===== config.mk =====
export PLATFORM = sky130hd
export DESIGN_NAME = fmcw_ramp_engine
export DESIGN_NICKNAME = d
export VERILOG_FILES = /design/src/rtl/fmcw_pkg.sv /design/src/rtl/fmcw_ramp_engine.sv
export SDC_FILE = /design/constraint.sdc
export NUM_CORES = 1
export LEC_CHECK = 0
export BUFFER_PORTS_ARGS = -buffer_cell sky130_fd_sc_hd__buf_2
export CAP_MARGIN = 20
export CORE_AREA = 2 2 277 279
export DETAILED_ROUTE_END_ITERATION = 10
export DIE_AREA = 0 0 279 281
export SLEW_MARGIN = 20
export SYNTH_ARGS = -nofsm -noshare
export SYNTH_HDL_FRONTEND = slang
export SYNTH_SLANG_ARGS = --single-unit

===== constraint.sdc =====
create_clock -name core_clk -period 5.09 [get_ports core_clk]
set_input_delay 0.509 -clock core_clk [delete_from_list [all_inputs] [get_ports core_clk]]
set_output_delay 0.509 -clock core_clk [all_outputs]
set_load 0.02 [all_outputs]

===== src/rtl/fmcw_pkg.sv =====
// Constants shared by the ramp and modulation engine
package fmcw_pkg;
  // ------------------------------------------------------------
  // Register word indexes
  // ------------------------------------------------------------
  localparam logic [3:0] REG_FRAC_INT = 4'h0;
  localparam logic [3:0] REG_LSB_FRAC = 4'h1;
  localparam logic [3:0] REG_RDIV = 4'h2;
  localparam logic [3:0] REG_FUNC = 4'h3;
  localparam logic [3:0] REG_CLOCK = 4'h4;
  localparam logic [3:0] REG_DEV = 4'h5;
  localparam logic [3:0] REG_STEP = 4'h6;
  localparam logic [3:0] REG_DELAY = 4'h7;
  localparam logic [3:0] REG_STATUS = 4'h8;
  localparam logic [31:0] REG_RESET = 32'h0000_0000;
  // ------------------------------------------------------------
  // Field positions
  // ------------------------------------------------------------
  localparam int F_FRAC_LO = 3;   // 12-bit upper fraction, R0
  localparam int F_INT_LO = 15;   // 12-bit integer, R0
  localparam int F_START = 31;    // Ramp start, R0
  localparam int F_LSB_LO = 15;   // 13-bit lower fraction, R1
  localparam int F_PHASE_LO = 3;  // 12-bit phase, R1
  localparam int F_FIRST_TIMER_DIVIDER_LO = 3;   // 12-bit first timer, R2
  localparam int F_RDIV_LO = 15;  // 5-bit R divider, R2
  localparam int F_DBL = 20;
  localparam int F_HALF = 21;
  localparam int F_CSR = 28;
  localparam int F_FSK_EN = 8;    // R3
  localparam int F_PSK_EN = 9;    // R3
  localparam int F_RAMP_LO = 10;  // 2-bit ramp type, R3
  localparam int F_CLKSEL = 6;    // R4
  localparam int F_SECOND_TIMER_DIVIDER_LO = 7;   // R4
  localparam int F_DIVMODE_LO = 19; // R4
  localparam int F_DEV_LO = 3;    // R5
  localparam int F_SHIFT_LO = 19; // R5
  localparam int F_SEL = 23;      // R5, R6
  localparam int F_INV = 30;      // R5
  localparam int F_STEPW_LO = 3;  // R6
  localparam int F_FULL_TRI = 21; // R7
  localparam logic [1:0] DIVMODE_RAMP = 2'h3;
  localparam logic [2:0] CELLS_MAX = 3'h7;
  // ------------------------------------------------------------
  // Ramp types and states
  // ------------------------------------------------------------
  typedef enum logic [1:0] {
    RT_CONT_SAW = 2'h0,
    RT_CONT_TRI = 2'h1,
    RT_SINGLE_SAW = 2'h2,
    RT_SINGLE_RAMP = 2'h3
  } fmcw_rtype_e;
  typedef enum logic [1:0] {
    ST_IDLE = 2'h0,
    ST_UP = 2'h1,
    ST_DOWN = 2'h2,
    ST_HOLD = 2'h3
  } fmcw_state_e;
endpackage


===== src/rtl/fmcw_ramp_engine.sv =====
// Divide-word, modulation, ramp and slip-reduction engine
//
// Notes on behaviour
// - Divide value is integer plus fraction over two to the 25.
// - Fraction is upper 12 bits times 8192 plus lower 13 bits.
// - PFD rate uses doubler, halver and R divider of 1 to 32.
// - Doubler enable doubles the reference ahead of the R divider.
// - Slip reduction works only with its enable bit set.
// - Each impending slip turns on one more extra current cell.
// - At most seven cells; after overshoot they go off one by one.
// - Step is deviation word shifted left by the shift field.
// - FSK hops the centre divide value up or down by the step.
// - PSK phase is the 12-bit phase value in 4096ths of a turn.
// - PSK: pin high advances, pin low retards by the phase value.
// - Five waveforms: ramp, triangle, sawtooth bursts, two continuous.
// - Hop interval is first times second timer PFD periods.
// - Hop count comes from the 20-bit step word.
// - Single ramp adds the step each interval, then holds.
// - Single triangle subtracts the step after the upward part.
// - Invert bit picks rising or falling modulation pin edge.
// - Continuous triangle alternates up and down until disabled.
//
// The address-and-strobe port and the address map were chosen for this implementation.
`timescale 1ns/1ps
module fmcw_ramp_engine #(
  parameter int INT_W = 12,
  parameter int FRAC_W = 25,
  parameter int STEP_W = 20
) (
  input wire logic core_clk,
  input wire logic reset_n,
  input wire logic [3:0] reg_addr,
  input wire logic [31:0] reg_wdata,
  input wire logic reg_wr,
  input wire logic reg_rd,
  output logic [31:0] reg_rdata,
  input wire logic modulation_input_pin,
  input wire logic slip_pending,
  input wire logic slip_dir_up,
  input wire logic freq_passed,
  output logic [INT_W-1:0] n_int_out,
  output logic [FRAC_W-1:0] n_frac_out,
  output logic [11:0] phase_out,
  output logic [5:0] ref_div_out,
  output logic ref_double_en,
  output logic ref_halve_en,
  output logic [2:0] slip_cells,
  output logic slip_source,
  output logic ramp_busy
);
  localparam int ACC_W = INT_W + FRAC_W;

  // ------------------------------------------------------------
  // Register storage
  // ------------------------------------------------------------
  logic [31:0] r0_ff, r1_ff, r2_ff, r3_ff, r7_ff;
  logic [31:0] r4_ff [2];
  logic [31:0] r5_ff [2];
  logic [31:0] r6_ff [2];
  logic [31:0] rdata_ff;
  wire wr_sel = reg_wdata[fmcw_pkg::F_SEL];
  wire clk_sel = reg_wdata[fmcw_pkg::F_CLKSEL];
  wire start_wr = reg_wr && reg_addr == fmcw_pkg::REG_FRAC_INT;

  // Paired registers keep one copy per select value
  always_ff @(posedge core_clk or negedge reset_n) begin
    if (!reset_n) begin
      r0_ff <= fmcw_pkg::REG_RESET;
      r1_ff <= fmcw_pkg::REG_RESET;
      r2_ff <= fmcw_pkg::REG_RESET;
      r3_ff <= fmcw_pkg::REG_RESET;
      r7_ff <= fmcw_pkg::REG_RESET;
      r4_ff <= '{default: fmcw_pkg::REG_RESET};
      r5_ff <= '{default: fmcw_pkg::REG_RESET};
      r6_ff <= '{default: fmcw_pkg::REG_RESET};
    end else if (reg_wr) begin
      case (reg_addr)
        fmcw_pkg::REG_FRAC_INT: r0_ff <= reg_wdata;
        fmcw_pkg::REG_LSB_FRAC: r1_ff <= reg_wdata;
        fmcw_pkg::REG_RDIV: r2_ff <= reg_wdata;
        fmcw_pkg::REG_FUNC: r3_ff <= reg_wdata;
        fmcw_pkg::REG_CLOCK: r4_ff[clk_sel] <= reg_wdata;
        fmcw_pkg::REG_DEV: r5_ff[wr_sel] <= reg_wdata;
        fmcw_pkg::REG_STEP: r6_ff[wr_sel] <= reg_wdata;
        fmcw_pkg::REG_DELAY: r7_ff <= reg_wdata;
        default: r7_ff <= r7_ff;
      endcase
    end
  end

  // ------------------------------------------------------------
  // Field decode
  // ------------------------------------------------------------
  wire [INT_W-1:0] int_w = INT_W'(r0_ff[fmcw_pkg::F_INT_LO +: 12]);
  wire [11:0] frac_hi = r0_ff[fmcw_pkg::F_FRAC_LO +: 12];
  wire [12:0] frac_lo = r1_ff[fmcw_pkg::F_LSB_LO +: 13];
  // Upper times 8192 plus lower is plain concatenation
  wire [ACC_W-1:0] centre_w = {int_w, frac_hi, frac_lo};
  wire [11:0] phase_w = r1_ff[fmcw_pkg::F_PHASE_LO +: 12];
  wire [11:0] first_timer_divider_w = r2_ff[fmcw_pkg::F_FIRST_TIMER_DIVIDER_LO +: 12];
  wire [4:0] rdiv_w = r2_ff[fmcw_pkg::F_RDIV_LO +: 5];
  wire csr_en = r2_ff[fmcw_pkg::F_CSR];
  wire fsk_en = r3_ff[fmcw_pkg::F_FSK_EN];
  wire psk_en = r3_ff[fmcw_pkg::F_PSK_EN];
  wire [1:0] rtype = r3_ff[fmcw_pkg::F_RAMP_LO +: 2];
  wire [11:0] second_timer_divider_w = r4_ff[0][fmcw_pkg::F_SECOND_TIMER_DIVIDER_LO +: 12];
  wire ramp_div = r4_ff[0][fmcw_pkg::F_DIVMODE_LO +: 2]
                  == fmcw_pkg::DIVMODE_RAMP;
  wire inv_edge = r5_ff[0][fmcw_pkg::F_INV];
  wire full_tri = r7_ff[fmcw_pkg::F_FULL_TRI];
  wire [STEP_W-1:0] steps_w = r6_ff[0][fmcw_pkg::F_STEPW_LO +: STEP_W];

  // Reference path settings; a zero R field stands for 32
  assign ref_div_out = (rdiv_w == 5'h00) ? 6'h20 : {1'b0, rdiv_w};
  assign ref_double_en = r2_ff[fmcw_pkg::F_DBL];
  assign ref_halve_en = r2_ff[fmcw_pkg::F_HALF];

  // ------------------------------------------------------------
  // Deviation steps, word 0 ramps and word 1 keys
  // ------------------------------------------------------------
  logic signed [ACC_W-1:0] ramp_step, fsk_step;
  always_comb begin
    ramp_step = ACC_W'($signed(r5_ff[0][fmcw_pkg::F_DEV_LO +: 16]))
                <<< r5_ff[0][fmcw_pkg::F_SHIFT_LO +: 4];
    fsk_step = ACC_W'($signed(r5_ff[1][fmcw_pkg::F_DEV_LO +: 16]))
               <<< r5_ff[1][fmcw_pkg::F_SHIFT_LO +: 4];
  end

  // ------------------------------------------------------------
  // Modulation pin edge detect
  // ------------------------------------------------------------
  logic pin_d_ff, fsk_hi_ff;
  wire pin_rise = modulation_input_pin && !pin_d_ff;
  wire pin_fall = !modulation_input_pin && pin_d_ff;
  wire pin_evt = inv_edge ? pin_fall : pin_rise;

  // Each active edge swaps the FSK side of centre
  always_ff @(posedge core_clk or negedge reset_n) begin
    if (!reset_n) begin
      pin_d_ff <= 1'b0;
      fsk_hi_ff <= 1'b0;
    end else begin
      pin_d_ff <= modulation_input_pin;
      if (!fsk_en) fsk_hi_ff <= 1'b0;
      else if (pin_evt) fsk_hi_ff <= !fsk_hi_ff;
    end
  end

  // ------------------------------------------------------------
  // Hop interval timer: two cascaded dividers
  // ------------------------------------------------------------
  logic [11:0] t1_ff, t2_ff;
  fmcw_pkg::fmcw_state_e state_ff, nxt_state;
  wire timing = state_ff == fmcw_pkg::ST_UP ||
                state_ff == fmcw_pkg::ST_DOWN;
  // A zero divider acts as one so the timer can never stall
  wire t1_end = {1'b0, t1_ff} + 13'h0001 >= {1'b0, first_timer_divider_w};
  wire t2_end = {1'b0, t2_ff} + 13'h0001 >= {1'b0, second_timer_divider_w};
  wire tick = timing && ramp_div && t1_end && t2_end;

  always_ff @(posedge core_clk or negedge reset_n) begin
    if (!reset_n) begin
      t1_ff <= 12'h000;
      t2_ff <= 12'h000;
    end else if (!timing || !ramp_div) begin
      t1_ff <= 12'h000;
      t2_ff <= 12'h000;
    end else if (t1_end) begin
      t1_ff <= 12'h000;
      t2_ff <= t2_end ? 12'h000 : t2_ff + 12'h001;
    end else begin
      t1_ff <= t1_ff + 12'h001;
    end
  end

  // ------------------------------------------------------------
  // Ramp state machine and divide accumulator
  // ------------------------------------------------------------
  logic [ACC_W-1:0] acc_ff, nxt_acc;
  logic [STEP_W-1:0] cnt_ff, nxt_cnt;
  wire start_set = start_wr && reg_wdata[fmcw_pkg::F_START];
  wire start_clr = start_wr && !reg_wdata[fmcw_pkg::F_START];
  wire cnt_done = cnt_ff == steps_w;
  wire is_tri = rtype == fmcw_pkg::RT_CONT_TRI || full_tri;

  // End-of-leg action depends on the waveform type
  always_comb begin
    nxt_state = state_ff;
    nxt_acc = acc_ff;
    nxt_cnt = cnt_ff;
    case (state_ff)
      fmcw_pkg::ST_IDLE: begin
        nxt_acc = centre_w;
        nxt_cnt = '0;
        if (start_set) nxt_state = fmcw_pkg::ST_UP;
      end
      fmcw_pkg::ST_UP: begin
        if (tick && !cnt_done) begin
          nxt_acc = acc_ff + ramp_step;
          nxt_cnt = cnt_ff + 1'b1;
        end else if (tick && is_tri) begin
          nxt_acc = acc_ff - ramp_step;
          nxt_cnt = STEP_W'(1);
          nxt_state = fmcw_pkg::ST_DOWN;
        end else if (tick && rtype == fmcw_pkg::RT_SINGLE_RAMP) begin
          nxt_state = fmcw_pkg::ST_HOLD;
        end else if (tick) begin
          // Sawtooth returns to centre one interval after the last hop
          nxt_acc = centre_w;
          nxt_cnt = '0;
          if (rtype == fmcw_pkg::RT_SINGLE_SAW) nxt_state = fmcw_pkg::ST_HOLD;
        end
      end
      fmcw_pkg::ST_DOWN: begin
        if (tick && !cnt_done) begin
          nxt_acc = acc_ff - ramp_step;
          nxt_cnt = cnt_ff + 1'b1;
        end else if (tick && rtype == fmcw_pkg::RT_CONT_TRI) begin
          nxt_acc = acc_ff + ramp_step;
          nxt_cnt = STEP_W'(1);
          nxt_state = fmcw_pkg::ST_UP;
        end else if (tick) begin
          nxt_state = fmcw_pkg::ST_HOLD;
        end
      end
      fmcw_pkg::ST_HOLD: nxt_acc = acc_ff;
      default: nxt_state = fmcw_pkg::ST_IDLE;
    endcase
    // Clearing the start bit disables any ramp
    if (start_clr) nxt_state = fmcw_pkg::ST_IDLE;
  end

  always_ff @(posedge core_clk or negedge reset_n) begin
    if (!reset_n) begin
      state_ff <= fmcw_pkg::ST_IDLE;
      acc_ff <= '0;
      cnt_ff <= '0;
    end else begin
      state_ff <= nxt_state;
      acc_ff <= nxt_acc;
      cnt_ff <= nxt_cnt;
    end
  end
  assign ramp_busy = timing;

  // ------------------------------------------------------------
  // Output divide word and PSK phase, registered
  // ------------------------------------------------------------
  logic [ACC_W-1:0] nout_ff;
  logic [11:0] phase_ff;
  wire [ACC_W-1:0] fsk_off = fsk_hi_ff ? fsk_step : -fsk_step;
  wire [ACC_W-1:0] nout_w = fsk_en ? acc_ff + fsk_off : acc_ff;
  wire [11:0] psk_w = modulation_input_pin ? phase_w : -phase_w;

  always_ff @(posedge core_clk or negedge reset_n) begin
    if (!reset_n) begin
      nout_ff <= '0;
      phase_ff <= 12'h000;
    end else begin
      nout_ff <= nout_w;
      phase_ff <= psk_en ? psk_w : 12'h000;
    end
  end
  assign n_int_out = nout_ff[ACC_W-1 -: INT_W];
  assign n_frac_out = nout_ff[FRAC_W-1:0];
  assign phase_out = phase_ff;

  // ------------------------------------------------------------
  // Slip reduction cell sequencer
  // ------------------------------------------------------------
  logic [2:0] cells_ff;
  logic passed_ff, dir_ff;
  wire cell_add = csr_en && slip_pending && !passed_ff &&
                  cells_ff != fmcw_pkg::CELLS_MAX;
  wire cell_drop = csr_en && passed_ff && cells_ff != 3'h0;

  // Overshoot latches until the last cell is off
  always_ff @(posedge core_clk or negedge reset_n) begin
    if (!reset_n) begin
      cells_ff <= 3'h0;
      passed_ff <= 1'b0;
      dir_ff <= 1'b0;
    end else if (!csr_en) begin
      cells_ff <= 3'h0;
      passed_ff <= 1'b0;
    end else begin
      if (cell_add) cells_ff <= cells_ff + 3'h1;
      else if (cell_drop) cells_ff <= cells_ff - 3'h1;
      if (cell_add) dir_ff <= slip_dir_up;
      if (freq_passed && cells_ff != 3'h0) passed_ff <= 1'b1;
      else if (cells_ff == 3'h0) passed_ff <= 1'b0;
    end
  end
  assign slip_cells = cells_ff;
  assign slip_source = dir_ff;

  // ------------------------------------------------------------
  // Register readback, one cycle after the read strobe
  // ------------------------------------------------------------
  logic [31:0] rd_mux;
  always_comb begin
    case (reg_addr)
      fmcw_pkg::REG_FRAC_INT: rd_mux = r0_ff;
      fmcw_pkg::REG_LSB_FRAC: rd_mux = r1_ff;
      fmcw_pkg::REG_RDIV: rd_mux = r2_ff;
      fmcw_pkg::REG_FUNC: rd_mux = r3_ff;
      fmcw_pkg::REG_CLOCK: rd_mux = r4_ff[0];
      fmcw_pkg::REG_DEV: rd_mux = r5_ff[0];
      fmcw_pkg::REG_STEP: rd_mux = r6_ff[0];
      fmcw_pkg::REG_DELAY: rd_mux = r7_ff;
      fmcw_pkg::REG_STATUS:
        rd_mux = {state_ff, cells_ff, passed_ff, fsk_hi_ff, 5'h00, cnt_ff};
      default: rd_mux = 32'h0000_0000;
    endcase
  end

  always_ff @(posedge core_clk or negedge reset_n) begin
    if (!reset_n) rdata_ff <= 32'h0000_0000;
    else rdata_ff <= reg_rd ? rd_mux : 32'h0000_0000;
  end
  assign reg_rdata = rdata_ff;
endmodule


---- After elaboration in Yosys (flattened, before gate mapping) ----
Index checks and enable logic that the tools add are counted.
word-level totals
  register bits ........................... 523
  input port bits ......................... 44
  output and inout port bits .............. 94
  word-level logic and storage cells ...... 180
cells by class
  add/subtract/negate cells ............... 12
  $lt $le $gt $ge ......................... 6
  equality and inequality tests ........... 29
  shift-type cells ........................ 2
  mux-type cells .......................... 53
  bitwise operators ....................... 3
  reductions and logical operators ........ 51
operators by type and width
  cell                                                             count
  37-bit 2-to-1 mux                                                8
  32-bit one-hot mux with 9 select lines                           1
  64-bit bitwise mux                                               3
  20-bit 2-to-1 mux                                                6
  37-bit one-hot mux with 3 select lines                           1
  32-bit 2-to-1 mux                                                3
  12-bit 2-to-1 mux                                                7
  37-bit adder                                                     2
  16-bit by 4-bit <<< shifter with 37-bit output                   2
  32-bit demux with 1-bit select                                   2
  20-bit one-hot mux with 3 select lines                           1
  37-bit negator                                                   1
  37-bit subtractor                                                1
  12-bit by 1-bit adder with 13-bit output, second input constant  2
  13-bit by 12-bit greater-or-equal comparator with 1-bit output   2
  12-bit by 1-bit adder with 12-bit output, second input constant  2
  20-bit by 1-bit adder with 20-bit output, second input constant  1
  20-bit == test                                                   1
  1-bit logical AND                                                20
  2-bit 2-to-1 mux                                                 10
  2-bit AND reduction                                              9
  4-bit by 3-bit == test with 1-bit output, second input constant  4
  3-bit inequality test, second input constant                     4
  12-bit negator                                                   1
  32 further kinds                                                 62

---- Longest topological paths before layout ----
  depth in word-level cells ............... 11
  depth in mapped cells ................... 25
  depth with buffers taken out ............ 22

---- Worst setup path after synthesis ----
Ideal clock, no wire load.
  kind .................................... register to register
  from .................................... register r5_ff[21] (netlist bit)
  to ...................................... register nout_ff[34]
  library setup time ...................... 125 ps
  data arrival time ....................... 4703 ps
  setup slack ............................. 262 ps
  cell stages (with the launch flop) ...... 22
  path buffers ............................ 3
  period minus slack after synthesis ...... 4828 ps
  cell sequence ........................... dfrtp_1 -> clkbuf_1 -> clkbuf_1 -> buf_1 -> nor2_1 -> nand2b_1 -> ha_1 -> and3b_1 -> nor2_1 -> xnor2_1 -> ha_1 -> nand4_1 -> nor2_1 -> a211oi_1 -> o41ai_1 -> a31oi_1 -> o211a_1 -> o311ai_2 -> a21o_1 -> a21oi_1 -> xnor2_1 -> mux2_2
between the ends
  word-level cells in the longest chain between the ends .. 5
RTL lines
  element                                             RTL line                 source
  start, declared                                     fmcw_ramp_engine.sv:58   logic [31:0] r5_ff [2];
  start signal, assigned by index                     fmcw_ramp_engine.sv:83   fmcw_pkg::REG_DEV: r5_ff[wr_sel] <= reg_wdata;
  16-bit by 4-bit <<< shifter with 37-bit output (*)  fmcw_ramp_engine.sv:125  fsk_step = ACC_W'($signed(r5_ff[1][fmcw_pkg::F_DEV_LO +: 16]))
  37-bit negator                                      fmcw_ramp_engine.sv:251  wire [ACC_W-1:0] fsk_off = fsk_hi_ff ? fsk_step : -fsk_step;
  37-bit 2-to-1 mux (*)                               fmcw_ramp_engine.sv:251
  37-bit adder (*)                                    fmcw_ramp_engine.sv:252  wire [ACC_W-1:0] nout_w = fsk_en ? acc_ff + fsk_off : acc_ff;
  37-bit 2-to-1 mux (*)                               fmcw_ramp_engine.sv:252
  net nout_w[34]                                      fmcw_ramp_engine.sv:252
  end signal, assigned                                fmcw_ramp_engine.sv:260  nout_ff <= nout_w;
  end, declared                                       fmcw_ramp_engine.sv:249  logic [ACC_W-1:0] nout_ff;
Mark *: on every way through the listed nets, which the timed path passes. The rest lies on a longest branch.
A chain may end at the register's enable or synchronous reset.

---- Worst setup path after layout ----
  from .................................... register r5_ff[52] (netlist bit)
  to ...................................... register acc_ff[36]
between the ends
  word-level cells in the longest chain between the ends .. 5
  elaborated cells on any way between the ends .. 8
  classes of those cells .................. add/sub: 2; shift: 1; mux: 5
RTL lines
  element                                                   RTL line                                          source
  16-bit by 4-bit <<< shifter with 37-bit output (*)        fmcw_ramp_engine.sv:123                           ramp_step = ACC_W'($signed(r5_ff[0][fmcw_pkg::F_DEV_LO +: 16]))
  37-bit adder / 37-bit subtractor (equally long branches)  n/a
  37-bit 2-to-1 mux (on tied branches)                      fmcw_ramp_engine.sv:218, fmcw_ramp_engine.sv:201
  37-bit 2-to-1 mux (on tied branches)                      fmcw_ramp_engine.sv:215, fmcw_ramp_engine.sv:198
  37-bit one-hot mux with 3 select lines (*)                fmcw_ramp_engine.sv:191                           case (state_ff)
  end signal, assigned                                      fmcw_ramp_engine.sv:240                           acc_ff <= nxt_acc;
  end, declared                                             fmcw_ramp_engine.sv:179                           logic [ACC_W-1:0] acc_ff, nxt_acc;
Every way passes the cells marked *; elsewhere a longest branch is shown, timed or not. The select of a mux whose other input is x is not followed.

==> summary.md <==
| Metric | Value |
|---|---|
| Run status | `finished clean` |
| Worst R2R Path Depth | `18` |
| Synthesis-to-layout area growth | `16.44%` |
| Placed instance area | `32600 um2` |
| Clock skew | `0.03725 ns` |
| Setup crit end kind | `flop` |
| Switching fraction of total power | `0.4404` |
| Crit start category | `flop` |
| Vias in the first global route | `25.07k` |
| Part of the power in the clock network | `0.201` |
| Worst path max stage delay | `0.70 ns` |
| Flop pwr share | `0.252` |
| Clock Tree Buf Depth | `3` |
| Share of layout cells above drive strength 1 | `0.2554` |
| Fin util | `0.4612` |
| Worst slew pin tran | `1.121 ns` |
| Slew Limit Fails | `0` |
| Pre-antenna DRT Iters | `8` |
| Site row count | `101` |
| Crit path time final | `4.923 ns` |
| RD Place Congestion | `0.9784` |
| CP startpoint | `r5_ff[52]$_DFFE_PN0P_` |
| Routed WL | `103.3 mm` |
| Ys Warns | `0` |
| Via-to-Cell Ratio | `5.992` |
| First-pass GRT wire length | `156.6 mm` |
| EDFF count, synth | `0` |
| Root buffer cell | `clkbuf_16` |
| Die area | `78400 um2` |
| RSZ-0062 raised after global routing | `true` |
| Reg-to-Reg End | `acc_ff[36]$_DFFE_PN0P_` |
| Most used cell, CP | `a21oi_1` |
| Register bit total from synthesis | `447` |
| Total track usage | `0.2593` |
| TritonCTS clock tree | `built` |
| Max H-tree Level | `2` |
| Residual DRC | `0` |
| Initial Utilization | `0.3961` |
| Power Density | `609.7 nW/um2` |
| Average cell area after synthesis | `9.565 um2` |
| FFs w/ async S/R, synth | `1.000` |
| Net Count, Synth | `3314` |
| Final worst slack | `0.1671 ns` |
| Worst Setup EP | `acc_ff[36]$_DFFE_PN0P_` |
| Largest net degree at the start of global routing | `136` |
| Finished Cell Area | `34790 um2` |
| Final Hold Vio Count | `0` |
| Height of the die | `281 um` |
| Synth cell types | `90` |
| Primary FF master, synth | `dfrtp_1` |
| Leakage | `15.86 nW` |
| CP Class | `flop to flop` |
| Antenna Violating Nets Remaining | `0` |
| Psw | `9.342 mW` |
| Logic pwr share | `0.547` |
| Arr. time, crit path | `5.42 ns` |
| Upper clock frequency limit | `0.2031 GHz` |
| Sum Neg Setup Slack | `0 ns` |
| FF-to-FF setup slack | `0.17 ns` |
| Width of the die | `279 um` |
| Clk_lat worst skew | `0.65 ns` |
| Setup violators final | `0` |
| Period utilization | `0.9672` |
| Initial detailed-routing violation count | `2341` |
| FF-to-FF Start | `r5_ff[52]$_DFFE_PN0P_` |
| Worst Hold Class | `input port to flop` |
| WL/cell | `23.83 um` |
| # port buffers | `137` |
| Sequential fraction of the synthesis area | `0.3744` |
| Mapped Area | `29880 um2` |
| Largest fanout on the critical path | `20` |
| CTS Buf Count | `53` |
| Vias | `25.98k` |
| Worst EP required | `5.59 ns` |
| Gr ovfl total | `0` |
| Relative slew slack | `0.2497` |
| Pre-CTS setup slack | `0.08692 ns` |
| Max VDD drop | `0.3802 mV` |
| WHS | `0.1305 ns` |
| Clock transition at path regs | `0.06 ns` |
| DP HPWL | `74.80 mm` |
| Internal Pwr Total | `11.87 mW` |
| Max cap viols | `0` |
| Fin nets | `3502` |
| Clock Sinks | `447` |
| Core area | `75440 um2` |
| Worst path slowest cell | `a2111oi_1` |
| Critical Path, Cell by Cell | `buf_6 -> mux2i_1 -> a21oi_1 -> a21oi_1 -> or2_2 -> ha_1 -> nor2_1 -> a2111oi_1 -> nor3_1 -> o311ai_2 -> nand2_1 -> a311oi_1 -> buf_4 -> o31a_1 -> o31ai_1 -> xnor2_1 -> a2bb2oi_1 -> o221ai_1` |
| IO Count | `138` |
| Mapped Cells | `3124` |
| Initial antenna violation count | `12` |
cell usage in the layout, fill, tap and decap left out, drive strengths merged, types with 10 or more instances in the layout:
| cell type | Yosys | final |
|---|---|---|
| nand4 | 16 | 16 |
| or2 | 13 | 13 |
| nand2 | 222 | 222 |
| o22ai | 15 | 15 |
| a22oi | 60 | 60 |
| o221ai | 18 | 18 |
| xor2 | 52 | 52 |
| and3 | 29 | 29 |
| a22o | 36 | 36 |
| bufinv | 0 | 11 |
| mux4 | 17 | 17 |
| o21ai | 188 | 188 |
| o21bai | 23 | 23 |
| o31ai | 18 | 18 |
| nor2 | 228 | 228 |
| dfrtp | 447 | 447 |
| a31oi | 70 | 70 |
| and2 | 26 | 26 |
| nand2b | 30 | 30 |
| a211oi | 36 | 36 |
| nor2b | 28 | 28 |
| a21oi | 196 | 196 |
| xnor2 | 110 | 110 |
| buf | 52 | 330 |
| or3 | 15 | 15 |
| mux2 | 342 | 342 |
| mux2i | 42 | 42 |
| nor4 | 20 | 20 |
| a21boi | 10 | 10 |
| nand3 | 46 | 46 |
| clkbuf | 147 | 68 |
| a21o | 51 | 51 |
| clkinv | 4 | 15 |
| nor3 | 46 | 46 |
| inv | 122 | 126 |
| a221oi | 39 | 39 |
| ha | 142 | 142 |
| o21a | 21 | 21 |
| o211ai | 23 | 23 |
cells by family (layout without fill, tap and decap cells):
logic type,after synthesis,in the layout,synth area share
AO/OA/AOI/OAI,899,899,0.2007
XOR/XNOR,162,162,0.04749
adder cells (fa/ha/maj),146,146,0.06214
buffers and inverters,325,556,0.04213
flip-flops,447,447,0.3744
multiplexers,401,401,0.1564
other,0,2,0
AND/OR/NAND/NOR,744,744,0.1168
stage by stage:
| step | power [mW] | instances |
|---|---|---|
| finish | 21.21 | 4335 |
| global placement | 16.49 | 4225 |
| global route | 22.52 | 4333 |
| detailed placement | 16.50 | 4225 |
| CTS | 20.88 | 4324 |
| floorplan | 12.61 | 3124 |
state kept, by name, summed over array words and instances, names as in the netlist, 2 cells and up:
name and count:
r5_ff 51, reg_rdata 32, r7_ff 32, phase_out 12, r0_ff 32, r3_ff 32, r1_ff 32, t1_ff 12
r6_ff 32, r2_ff 32, nout_ff 37, acc_ff 37, cnt_ff 20, r4_ff 32, state_ff 2, t2_ff 12
slip_cells 3
how the worst min path moves through the flow:
stage | cells past startpoint | end | from
CTS | 2 | slip_source$_DFFE_PN0P_ | slip_dir_up
floorplan | 0 | acc_ff[0]$_DFFE_PN0P_ | reset_n
finish | 2 | slip_source$_DFFE_PN0P_ | slip_dir_up
global route | 2 | slip_source$_DFFE_PN0P_ | slip_dir_up
global placement | 1 | r4_ff[38]$_DFFE_PN0P_ | r4_ff[38]$_DFFE_PN0P_
detailed placement | 1 | r5_ff[55]$_DFFE_PN0P_ | r5_ff[55]$_DFFE_PN0P_
per-layer routing:
layer / track usage / vias to the layer above / routed length, um
met4: 0.08065 / 6 / 3353
li1: - / 11860 / -
met3: 0.04431 / 191 / 8072
met2: 0.4176 / 1036 / 47170
met5: 0 / - / 35
met1: 0.3556 / 12890 / 44690
cells in the mapped netlist (46+ instances only):
cell      count  area (um2)
clkbuf_1    147       551.8
ha_1        142        1777
nand2_1     220       825.8
nor2_1      227       852.1
nand3_1      46       230.2
xor2_1       52       455.4
o21ai_0     170       850.8
a21oi_1     196       980.9
a21o_1       51       382.9
inv_1       121       454.2
a22oi_1      60       450.4
mux2_2      342        3851
dfrtp_1     447       11190
a31oi_1      70       437.9
xnor2_1     110       963.4
power by group through the flow:
stage / logic, mW / clock network, mW / registers, mW
6_report: 11.6 / 4.26 / 5.35
4_1_cts: 11.2 / 4.33 / 5.33
2_1_floorplan: 7.48 / 0 / 5.12
3_3_place_gp: 11.1 / 0 / 5.37
5_1_grt: 12.6 / 4.47 / 5.43
3_5_place_dp: 11.1 / 0 / 5.39
what timing repair did:
| item | in CTS | in global routing |
|---|---|---|
| hold buffers | 1 | 0 |
| resized for setup | 3 | 34 |
| endpoints found under the hold margin | 73 | 0 |
| cloned | 0 | 1 |
| pin swaps | 1 | 8 |
| buffers inserted | 0 | 8 |
| setup endpoints to repair | 2 | 24 |
worst max-delay path, delay by kind of cell, from the launching register on:
family	cells	cell delay [ns]
AO/OA/AOI/OAI	9	2.56
AND/OR/NAND/NOR	4	0.77
flip-flops	1	0.41
buffers and inverters	2	0.39
adder cells (fa/ha/maj)	1	0.38
XOR/XNOR	1	0.15
multiplexers	1	0.14
layout make-up:
class,instances,area (um2)
clock buffers,67,1439
multi-input cells,2352,17630
diodes,2,5.005
inverters,126,473.0
repair buffers,332,2308
clock inverters,31,521.8
fillers,7166,40650
flip-flops and latches,447,11190
well taps,978,1224
Power figures use the tool's default switching activity.
